--- src/sbf_pkg.sv ---
// Package of constants and types for the SDRAM bank access front end
package sbf_pkg;
  localparam int NUM_BANKS = 4;
  localparam int ROW_W = 13;
  localparam int COL_W = 11;
  localparam int DATA_W = 16;
  localparam int BANK_W = 2;
  localparam int ADDR_W = 13;
  // Data organisation per configuration
  localparam int ROWS_PER_BANK = 8192;
  localparam int COLS_X4 = 2048;
  localparam int COLS_X8 = 1024;
  localparam int COLS_X16 = 512;
  localparam logic [1:0] CFG_X4 = 2'h0;
  localparam logic [1:0] CFG_X8 = 2'h1;
  localparam logic [1:0] CFG_X16 = 2'h2;
  // Address field positions
  localparam int PRECHARGE_SELECT_POS = 10;
  localparam int X4_COL_HI_POS = 11;
  localparam int MODE_BURST_COUNT_LSB = 0;
  localparam int MODE_BT_POS = 3;
  localparam int MODE_CL_LSB = 4;
  localparam int MODE_WB_POS = 9;
  localparam logic [ADDR_W-1:0] MODE_RESET = 13'h0030;
  // Latencies and automotive refresh window
  localparam int DQM_READ_LAT = 2;
  localparam int GRADE_REFRESH_MS = 16;
  localparam int CLK_MHZ = 10;
  localparam int GRADE_REFRESH_CYC = GRADE_REFRESH_MS * 1000 * CLK_MHZ;
  localparam int AP_DELAY = 2;
  // Command encodings {cs_n, ras_n, cas_n, we_n}
  typedef enum logic [3:0] {
    CMD_NOP = 4'h7, CMD_ACT = 4'h3, CMD_RD = 4'h5, CMD_WR = 4'h4,
    CMD_BST = 4'h6, CMD_PRE = 4'h2, CMD_REF = 4'h1, CMD_LMR = 4'h0
  } sbf_cmd_t;
endpackage

--- src/sbf_skid.sv ---
// Two-entry buffer with valid and ready on both sides
`timescale 1ns/1ps
module sbf_skid import sbf_pkg::*; (
  input wire logic ref_clk, // Clock
  input wire logic reset, // Synchronous reset
  input wire logic [DATA_W-1:0] in_data, // Filling data
  input wire logic in_valid, // Filling valid
  output logic in_ready, // Room available
  output logic [DATA_W-1:0] out_data, // Draining data
  output logic out_valid, // Draining valid
  input wire logic out_ready // Drain accepts
);
  logic [DATA_W-1:0] out_r, spare_r;
  logic out_v_r, spare_v_r;
  logic push, drain;
  // Outputs come straight from the head register; the spare catches the
  // word that arrives in the cycle the drain side first stalls
  assign push = in_valid && in_ready;
  assign drain = !out_v_r || out_ready;
  assign in_ready = !spare_v_r;
  assign out_data = out_r;
  assign out_valid = out_v_r;
  // Occupancy
  always_ff @(posedge ref_clk) begin
    if (reset) begin
      out_v_r <= 1'b0;
      spare_v_r <= 1'b0;
    end else if (drain) begin
      out_v_r <= spare_v_r || push;
      spare_v_r <= 1'b0;
    end else if (push) begin
      spare_v_r <= 1'b1;
    end
  end
  // Storage, oldest word always in the head
  always_ff @(posedge ref_clk) begin
    if (reset) begin
      out_r <= '0;
      spare_r <= '0;
    end else if (drain) begin
      if (spare_v_r) out_r <= spare_r;
      else if (push) out_r <= in_data;
    end else if (push) begin
      spare_r <= in_data;
    end
  end
endmodule

--- src/sbf_front_end.sv ---
// SDRAM bank access front end: command decode, banks, bursts, refresh
`timescale 1ns/1ps
// Function
// - Capture all inputs on rising clock edge
// - x4 banks: 8192 rows, 2048 columns
// - x8 banks: 8192 rows, 1024 columns
// - x16 banks: 8192 rows, 512 columns
// - Every access is a programmed burst
// - Activate picks bank and row
// - Read/write address gives starting column
// - Burst length 1,2,4,8 or page
// - Burst terminate ends any burst
// - Auto precharge after burst ends
// - New column accepted every cycle
// - Precharge one bank while accessing another
// - Following columns generated internally
// - Auto refresh and power-down modes
// - Bit ten selects auto precharge
// - Precharge bit ten closes all banks
// - Chip select high masks commands
// - Mask: reads tristate later, writes blocked
module sbf_front_end import sbf_pkg::*; (
  input wire logic ref_clk, // Clock
  input wire logic reset, // Synchronous reset, active high
  input wire logic [1:0] cfg_width, // Organisation strap
  input wire logic automotive_grade, // Automotive option strap
  input wire logic cke_pin, // Clock enable pin
  input wire logic cs_n_pin, // Chip select, low active
  input wire logic ras_n_pin, // Row strobe, low active
  input wire logic cas_n_pin, // Column strobe, low active
  input wire logic we_n_pin, // Write enable, low active
  input wire logic [BANK_W-1:0] ba_pin, // Bank select
  input wire logic [ADDR_W-1:0] addr_pin, // Address
  input wire logic dqm_pin, // Data mask
  input wire logic [DATA_W-1:0] dq_in, // Data pin input
  output logic [DATA_W-1:0] dq_out, // Data pin output
  output logic dq_oe, // Data pin drive enable
  output logic [DATA_W-1:0] arr_wdata, // Write word to array
  output logic arr_wvalid, // Write word valid
  input wire logic arr_wready, // Array accepts write
  output logic [BANK_W-1:0] arr_bank, // Array bank
  output logic [ROW_W-1:0] arr_row, // Array row
  output logic [COL_W-1:0] arr_col, // Array column
  output logic arr_rd, // Array read strobe
  input wire logic [DATA_W-1:0] arr_rdata, // Array read data
  output logic [NUM_BANKS-1:0] bank_open, // Banks with open row
  output logic [NUM_BANKS-1:0] refresh_pulse, // Refresh issued
  output logic power_down, // In power-down
  output logic refresh_late, // Automotive window missed
  output logic self_refresh_err // Illegal self refresh
);
  // ----------------------------------------
  // Input registers
  // ----------------------------------------
  logic [3:0] cmd_r;
  logic [BANK_W-1:0] ba_r;
  logic [ADDR_W-1:0] a_r;
  logic dqm_r, cke_r, cke_prev_r;
  logic [DATA_W-1:0] din_r;
  // All pins captured once on the rising edge; nothing else looks at them
  always_ff @(posedge ref_clk) begin
    if (reset) begin
      cmd_r <= CMD_NOP;
      ba_r <= '0;
      a_r <= '0;
      dqm_r <= 1'b0;
      cke_r <= 1'b1;
      cke_prev_r <= 1'b1;
      din_r <= '0;
    end else begin
      cmd_r <= {cs_n_pin, ras_n_pin, cas_n_pin, we_n_pin};
      ba_r <= ba_pin;
      a_r <= addr_pin;
      dqm_r <= dqm_pin;
      cke_r <= cke_pin;
      cke_prev_r <= cke_r;
      din_r <= dq_in;
    end
  end

  // ----------------------------------------
  // Command decode
  // ----------------------------------------
  logic deselect, is_act, is_rd, is_wr, is_bst, is_pre, is_ref, is_lmr, is_sref;
  assign deselect = cmd_r[3];
  assign is_act = cke_r && (cmd_r == CMD_ACT);
  assign is_rd = cke_r && (cmd_r == CMD_RD);
  assign is_wr = cke_r && (cmd_r == CMD_WR);
  assign is_bst = cke_r && (cmd_r == CMD_BST);
  assign is_pre = cke_r && (cmd_r == CMD_PRE);
  assign is_lmr = cke_r && (cmd_r == CMD_LMR);
  assign is_ref = cke_r && cke_prev_r && (cmd_r == CMD_REF);
  assign is_sref = !cke_r && cke_prev_r && (cmd_r == CMD_REF);

  // Column width follows organisation strap
  logic [COL_W-1:0] start_col, col_mask;
  always_comb begin
    case (cfg_width)
      CFG_X4: begin
        start_col = {a_r[X4_COL_HI_POS], a_r[9:0]};
        col_mask = COL_W'(COLS_X4 - 1);
      end
      CFG_X8: begin
        start_col = {1'b0, a_r[9:0]};
        col_mask = COL_W'(COLS_X8 - 1);
      end
      default: begin
        start_col = {2'b00, a_r[8:0]};
        col_mask = COL_W'(COLS_X16 - 1);
      end
    endcase
  end

  // ----------------------------------------
  // Mode register
  // ----------------------------------------
  logic [ADDR_W-1:0] mode_r;
  always_ff @(posedge ref_clk) begin
    if (reset) mode_r <= MODE_RESET;
    else if (is_lmr) mode_r <= a_r;
  end
  // Burst length decode; code 7 is full page, wrapping until terminated
  logic [COL_W:0] blen;
  logic full_page;
  always_comb begin
    full_page = (mode_r[MODE_BURST_COUNT_LSB +: 3] == 3'h7);
    case (mode_r[MODE_BURST_COUNT_LSB +: 3])
      3'h0: blen = 12'h001;
      3'h1: blen = 12'h002;
      3'h2: blen = 12'h004;
      3'h3: blen = 12'h008;
      default: blen = {1'b0, col_mask} + 12'h001;
    endcase
  end

  // ----------------------------------------
  // Bank row tracking and precharge
  // ----------------------------------------
  logic [ROW_W-1:0] row_r [NUM_BANKS];
  logic [NUM_BANKS-1:0] open_r;
  logic ap_fire;
  logic [BANK_W-1:0] ap_bank;
  // Each bank opens and closes on its own, so one may precharge
  // while another streams data
  always_ff @(posedge ref_clk) begin
    if (reset) begin
      open_r <= '0;
      for (int i = 0; i < NUM_BANKS; i++) row_r[i] <= '0;
    end else begin
      for (int i = 0; i < NUM_BANKS; i++) begin
        if (is_act && ba_r == BANK_W'(i)) begin
          open_r[i] <= 1'b1;
          row_r[i] <= a_r;
        end else if (is_pre && (a_r[PRECHARGE_SELECT_POS] || ba_r == BANK_W'(i))) begin
          open_r[i] <= 1'b0;
        end else if (ap_fire && ap_bank == BANK_W'(i)) begin
          open_r[i] <= 1'b0;
        end
      end
    end
  end

  // ----------------------------------------
  // Burst engine
  // ----------------------------------------
  logic bursting_r, wr_burst_r, ap_r;
  logic [BANK_W-1:0] bb_r;
  logic [COL_W-1:0] bstart_r, bofs_r;
  logic [COL_W:0] bleft_r;
  logic start_ok, last_beat;
  // The controller must activate first; an access to a closed bank is dropped
  assign start_ok = (is_rd || is_wr) && open_r[ba_r];
  assign last_beat = bursting_r && !full_page && (bleft_r == 12'h001);
  // A new read or write replaces the running burst at once
  always_ff @(posedge ref_clk) begin
    if (reset) begin
      bursting_r <= 1'b0;
      wr_burst_r <= 1'b0;
      ap_r <= 1'b0;
      bb_r <= '0;
      bstart_r <= '0;
      bofs_r <= '0;
      bleft_r <= '0;
    end else if (start_ok) begin
      bursting_r <= 1'b1;
      wr_burst_r <= is_wr;
      ap_r <= a_r[PRECHARGE_SELECT_POS];
      bb_r <= ba_r;
      bstart_r <= start_col;
      bofs_r <= '0;
      bleft_r <= blen;
    end else if (is_bst || (is_pre && (a_r[PRECHARGE_SELECT_POS] || ba_r == bb_r))) begin
      bursting_r <= 1'b0;
      ap_r <= 1'b0;
    end else if (bursting_r) begin // Pins cannot be held, so beats never stall
      bofs_r <= (bofs_r + 1'b1) & col_mask;
      bleft_r <= bleft_r - 1'b1;
      if (last_beat) begin
        bursting_r <= 1'b0;
        ap_r <= 1'b0;
      end
    end
  end

  // Column sequence: sequential or interleaved wrap within the burst block
  logic [COL_W-1:0] cur_col, blk_mask;
  always_comb begin
    blk_mask = full_page ? col_mask : COL_W'(blen - 12'h001);
    if (mode_r[MODE_BT_POS])
      cur_col = (bstart_r & ~blk_mask) | ((bstart_r ^ bofs_r) & blk_mask);
    else
      cur_col = (bstart_r & ~blk_mask) | ((bstart_r + bofs_r) & blk_mask);
  end

  // Self-timed precharge after the last beat of an auto precharge burst
  logic [1:0] ap_cnt_r;
  logic ap_pend_r;
  logic [BANK_W-1:0] ap_bank_r;
  always_ff @(posedge ref_clk) begin
    if (reset) begin
      ap_pend_r <= 1'b0;
      ap_cnt_r <= '0;
      ap_bank_r <= '0;
    end else if (last_beat && ap_r) begin
      ap_pend_r <= 1'b1;
      ap_cnt_r <= 2'(AP_DELAY);
      ap_bank_r <= bb_r;
    end else if (ap_pend_r) begin
      ap_cnt_r <= ap_cnt_r - 2'h1;
      if (ap_cnt_r == 2'h1) ap_pend_r <= 1'b0;
    end
  end
  assign ap_fire = ap_pend_r && (ap_cnt_r == 2'h1);
  assign ap_bank = ap_bank_r;

  // ----------------------------------------
  // Write path through the two-entry buffer
  // ----------------------------------------
  logic wr_beat, wmask_r;
  logic [DATA_W-1:0] wdat_r;
  // Write data comes with the command, a cycle before the burst's first beat,
  // so data and mask wait one more stage to meet their beat
  always_ff @(posedge ref_clk) begin
    if (reset) begin
      wdat_r <= '0;
      wmask_r <= 1'b0;
    end else begin
      wdat_r <= din_r;
      wmask_r <= dqm_r;
    end
  end
  // Masked words are dropped before the buffer; a receiver stall longer
  // than two words loses the overflow, since the pins cannot be held
  assign wr_beat = bursting_r && wr_burst_r && !wmask_r;
  sbf_skid u_wbuf (
    .ref_clk(ref_clk),
    .reset(reset),
    .in_data(wdat_r),
    .in_valid(wr_beat),
    .in_ready(),
    .out_data(arr_wdata),
    .out_valid(arr_wvalid),
    .out_ready(arr_wready)
  );

  // ----------------------------------------
  // Array address and read strobe
  // ----------------------------------------
  always_ff @(posedge ref_clk) begin
    if (reset) begin
      arr_bank <= '0;
      arr_row <= '0;
      arr_col <= '0;
      arr_rd <= 1'b0;
    end else begin
      arr_bank <= bb_r;
      arr_row <= row_r[bb_r];
      arr_col <= cur_col;
      arr_rd <= bursting_r && !wr_burst_r;
    end
  end

  // ----------------------------------------
  // Read output with mask latency of two clocks
  // ----------------------------------------
  logic [DQM_READ_LAT-1:0] dqm_pipe_r;
  always_ff @(posedge ref_clk) begin
    if (reset) begin
      dqm_pipe_r <= '0;
      dq_out <= '0;
      dq_oe <= 1'b0;
    end else begin
      dqm_pipe_r <= {dqm_pipe_r[DQM_READ_LAT-2:0], dqm_r};
      dq_out <= arr_rdata;
      dq_oe <= arr_rd && !dqm_pipe_r[DQM_READ_LAT-2];
    end
  end

  // ----------------------------------------
  // Refresh, power-down and automotive checks
  // ----------------------------------------
  logic [31:0] ref_age_r;
  always_ff @(posedge ref_clk) begin
    if (reset) begin
      refresh_pulse <= '0;
      power_down <= 1'b0;
      bank_open <= '0;
    end else begin
      refresh_pulse <= (is_ref && open_r == '0) ? '1 : '0;
      power_down <= !cke_r && !bursting_r;
      bank_open <= open_r;
    end
  end
  // Refresh age watch; only meaningful when the strap selects automotive
  always_ff @(posedge ref_clk) begin
    if (reset) begin
      ref_age_r <= '0;
      refresh_late <= 1'b0;
      self_refresh_err <= 1'b0;
    end else begin
      ref_age_r <= is_ref ? '0 : ref_age_r + 32'h1;
      refresh_late <= automotive_grade && (ref_age_r >= 32'(GRADE_REFRESH_CYC));
      self_refresh_err <= self_refresh_err || (automotive_grade && is_sref);
    end
  end
endmodule

--- config.mk ---
export PLATFORM = sky130hd
export DESIGN_NAME = sbf_front_end
export DESIGN_NICKNAME = d
export VERILOG_FILES = /design/src/sbf_pkg.sv /design/src/sbf_skid.sv /design/src/sbf_front_end.sv
export SDC_FILE = /design/constraint.sdc
export NUM_CORES = 1
export LEC_CHECK = 0
export ABC_AREA = 1
export BUFFER_PORTS_ARGS = -buffer_cell sky130_fd_sc_hd__buf_2
export CAP_MARGIN = 20
export CORE_MARGIN = 2
export CORE_UTILIZATION = 40
export CTS_CLUSTER_DIAMETER = 150
export DETAILED_ROUTE_END_ITERATION = 8
export GPL_TIMING_DRIVEN = 0
export HOLD_SLACK_MARGIN = 0.05
export PLACE_DENSITY = 0.56
export SYNTH_ARGS = -nofsm -noshare
export SYNTH_HDL_FRONTEND = slang
export SYNTH_SLANG_ARGS = --single-unit
--- constraint.sdc ---
create_clock -name ref_clk -period 4.9 [get_ports ref_clk]
set_clock_uncertainty 0.2 [all_clocks]
set_input_delay 0.245 -clock ref_clk [delete_from_list [all_inputs] [get_ports ref_clk]]
set_output_delay 0.245 -clock ref_clk [all_outputs]
set_load 0.02 [all_outputs]
==> qor.txt <==
status -> finished clean
number of global-route vias before repair -> 9562
CP Data Arrival Time -> 2.54 ns
PD cells -> 360 nW/um^2
Worst Setup End Kind -> flop
Setup WS post-layout -> 2.55 ns
dpl hpwl -> 21.7 mm
Yosys reg bits -> 277
CP Depth -> 5
setup TNS -> 0 ns
drt drc -> 0
GRT Total Usage -> 20.0%
met2 Use GR -> 33.1%
minimum clock period after layout -> 2.35 ns
count of yosys warnings during synthesis -> 0
Chip Width -> 174 um
largest net degree at the start of global routing -> 16
Worst VDD drop -> 0.240 mV
crit-path cells -> dlygate4sd3_1, buf_2, clkbuf_1, clkbuf_1, nor2_1
worst path buffer plus inverter count -> 4
root buffer cell -> clkbuf_16
detailed-route wire length -> 30.3 mm
post-synthesis cell area -> 11600 sq um
Worst Path Required -> 5.08 ns
Worst Reg2Reg Path Length in Cells -> 5
Worst-path clk slew -> 0.06 ns
total power -> 5.18 mW
total CTS buffers -> 31
CTS tree -> built
I/O pin count -> 131
predominant post-synthesis flop cell -> dfxtp_1
Clock Path Buffers -> 3
Synth top area share -> 39.0%
Final Hold Viols -> 0
DRT Pass-1 Iters -> 5
reg-to-reg critical path startpoint -> cke_r$_SDFF_PP1_
endpoints failing setup -> 0
Avg Cell Area, Syn -> 7.96 sq um
die span in y -> 174 um
Max Cap Viol -> 0
Core ar. -> 28500 sq um
Async SR Flop Fraction -> 0%
Core Util, Final -> 50.4%
Vias/cell -> 4.78
relative max-transition margin -> 39.3%
dominant cell type by area after synthesis -> dfxtp_1
fmax -> 425 MHz
GPL Wtd Cong -> 0.859
Post-Syn Instances -> 1452
slowest stage cell, crit path -> clkbuf_1
H-tree Lvls -> 1
Slew @ Worst Pin -> 0.911 ns
diode count -> 0
CP startpoint -> reset
CP Max Fanout -> 10
Pins Over Slew Limit -> 0
CP delay by family, top -> buffers and inverters
GRT Max-Usage Layer -> met2
HP Class -> flop to flop
ANT nets after route -> 0
PortBufs -> 129
initial antenna violation count -> 0
Seq/Total Area, Yosys -> 52.5%
Die ar. -> 30300 sq um
met1 Usage GRT -> 27.7%
Initial DRC Count -> 565
first-pass GRT wire length -> 49.2 mm
met3 usage -> 3.22%
dpl ws -> 2.51 ns
Starting Density -> 40.5%
clock sinks -> 277
Tcrit/Tclk final -> 48.0%
top cells by area, synth -> dfxtp_1 (39%), edfxtp_1 (14%), nor2_1 (9.4%)
placed insts -> 1969
Synth cell types -> 44
share of cells above drive strength 1 -> 14.9%
WL/cell -> 14.5 um
Area Overhead vs Synth -> 24.5%
unrepaired setup endpoints after global routing -> false
Syn Nets -> 1530
end of the worst register-to-register path -> row_r[1][7]$_SDFFCE_PN0P_
Site Rows -> 62
cell repeated most along the worst path -> clkbuf_1
Critical Path Max Stage Delay -> 0.75 ns
CP Class -> input port to flop
via count -> 9976
Final nets -> 1755
total overflow reported by the global router -> 0
number of synthesized flops with an enable pin -> 52
fin cells -> 2086
Worst setup SP type -> input port
fillcell total -> 2833
Setup crit end -> ba_r[1]$_SDFF_PP0_
clk_lat worst skew -> 0.56 ns
R2R Setup Slk -> 2.63 ns
static leakage -> 6.18 nW
## synthesized netlist by cell type (3+ instances only)
| master | number |
|---|---|
| nor2_1 | 290 |
| xor2_1 | 14 |
| buf_4 | 9 |
| nand3b_1 | 4 |
| nand2_2 | 6 |
| buf_2 | 15 |
| or2_2 | 13 |
| nand3_1 | 64 |
| clkbuf_1 | 29 |
| dfxtp_1 | 225 |
| nor2_4 | 3 |
| ha_1 | 18 |
| a21oi_1 | 94 |
| o21ai_0 | 104 |
| nand3_2 | 5 |
| nor4_1 | 6 |
| o31ai_1 | 4 |
| nand2_1 | 203 |
| nand4_1 | 19 |
| inv_2 | 5 |
| nor2_2 | 5 |
| nor3_1 | 26 |
| clkinv_1 | 3 |
| o21ai_1 | 10 |
| buf_6 | 4 |
| a31oi_1 | 18 |
| inv_1 | 172 |
| xnor2_1 | 7 |
| or2_0 | 5 |
| edfxtp_1 | 52 |
## tightest hold or removal path: stages (launching register included)
cell and delay, ns:
dfxtp_1 0.29, inv_1 0.04, nor2_1 0.03
## registers in the layout (all words and copies together) (netlist names), 2 cells and up
signal           cells
row_r               52
ref_age_r           32
din_r               16
dq_out              16
u_wbuf.out_data     16
u_wbuf.spare_r      16
wdat_r              16
a_r                 13
arr_row             13
bleft_r             12
arr_col             11
bofs_r              11
bstart_r            11
bank_open            4
cmd_r                4
mode_r               4
open_r               4
ap_bank              2
ap_cnt_r             2
arr_bank             2
ba_r                 2
bb_r                 2
## power by group
part | internal [mW] | switching, mW | total [mW]
clock | 1.49 | 0.921 | 2.41
sequential | 2.40 | 0.0312 | 2.43
combinational | 0.132 | 0.211 | 0.343
total | 4.01 | 1.16 | 5.18
## layout make-up
cell class | count | area (sq um) | area share, %
sequential | 277 | 6070 | 42.2
multi-input combinational | 936 | 4510 | 31.3
timing repair buffer | 192 | 1270 | 8.86
clock buffer | 45 | 908 | 6.32
inverter | 180 | 676 | 4.70
tap | 384 | 480 | 3.34
buffer | 59 | 304 | 2.11
clock inverter | 13 | 166 | 1.16
## placed cells by master (no fill, tap or decap), types with 7 or more instances in the layout
master           n
or2_2           13
nor2_1         290
edfxtp_1        52
dlygate4sd3_1   59
a21oi_1         94
inv_1          172
buf_2          144
buf_4           11
nand4_1         19
ha_1            18
o21ai_1         14
nor3_1          26
xor2_1          14
a31oi_1         18
xnor2_1          7
clkbuf_16       31
clkbuf_8         8
dfxtp_1        225
o21ai_0        100
clkbuf_1        35
nand2_1        203
nand3_1         64
## worst min-delay path by stage
stage / endpoint / from / cells after the start / slack [ns]
after floorplan: cke_r$_SDFF_PP1_ / cke_pin / 1 / 0.15
after global placement: wdat_r[8]$_SDFF_PP0_ / din_r[8]$_SDFF_PP0_ / 2 / 0.19
after CTS: wdat_r[4]$_SDFF_PP0_ / din_r[4]$_SDFF_PP0_ / 2 / 0.20
after global routing: wdat_r[0]$_SDFF_PP0_ / din_r[0]$_SDFF_PP0_ / 2 / 0.22
final: wdat_r[3]$_SDFF_PP0_ / din_r[3]$_SDFF_PP0_ / 2 / 0.20
after detailed placement: wdat_r[4]$_SDFF_PP0_ / din_r[4]$_SDFF_PP0_ / 2 / 0.19
## kinds of logic (layout without fill, tap and decap cells)
| group | Yosys count | count (layout) | synth area share (%) |
|---|---|---|---|
| AND/OR/NAND/NOR | 656 | 656 | 24.4 |
| buffers and inverters | 239 | 489 | 8.48 |
| flip-flops | 277 | 277 | 52.5 |
| adder cells (fa/ha/maj) | 19 | 19 | 2.12 |
| XOR/XNOR | 21 | 21 | 1.59 |
| AO/OA/AOI/OAI | 240 | 240 | 10.9 |
## routing by layer
metal	vias to the layer above	wire [um]
li1	5121	-
met1	4556	14300
met2	254	13800
met3	45	1700
met4	0	569
met5	-	0
## per-stage QoR
step | hold WS (ns) | instance area (sq um)
detailed placement | 0.194 | 12700
global route | 0.224 | 14400
floorplan | 0.149 | 11600
finish | 0.201 | 14400
global placement | 0.193 | 12700
CTS | 0.200 | 14400
## what timing repair did
item	CTS	global route
resized for setup	0	0
hold endpoints to repair	82	0
buffers inserted	0	0
hold buffers	59	0
Note: power is estimated with default switching activity, not from simulation.
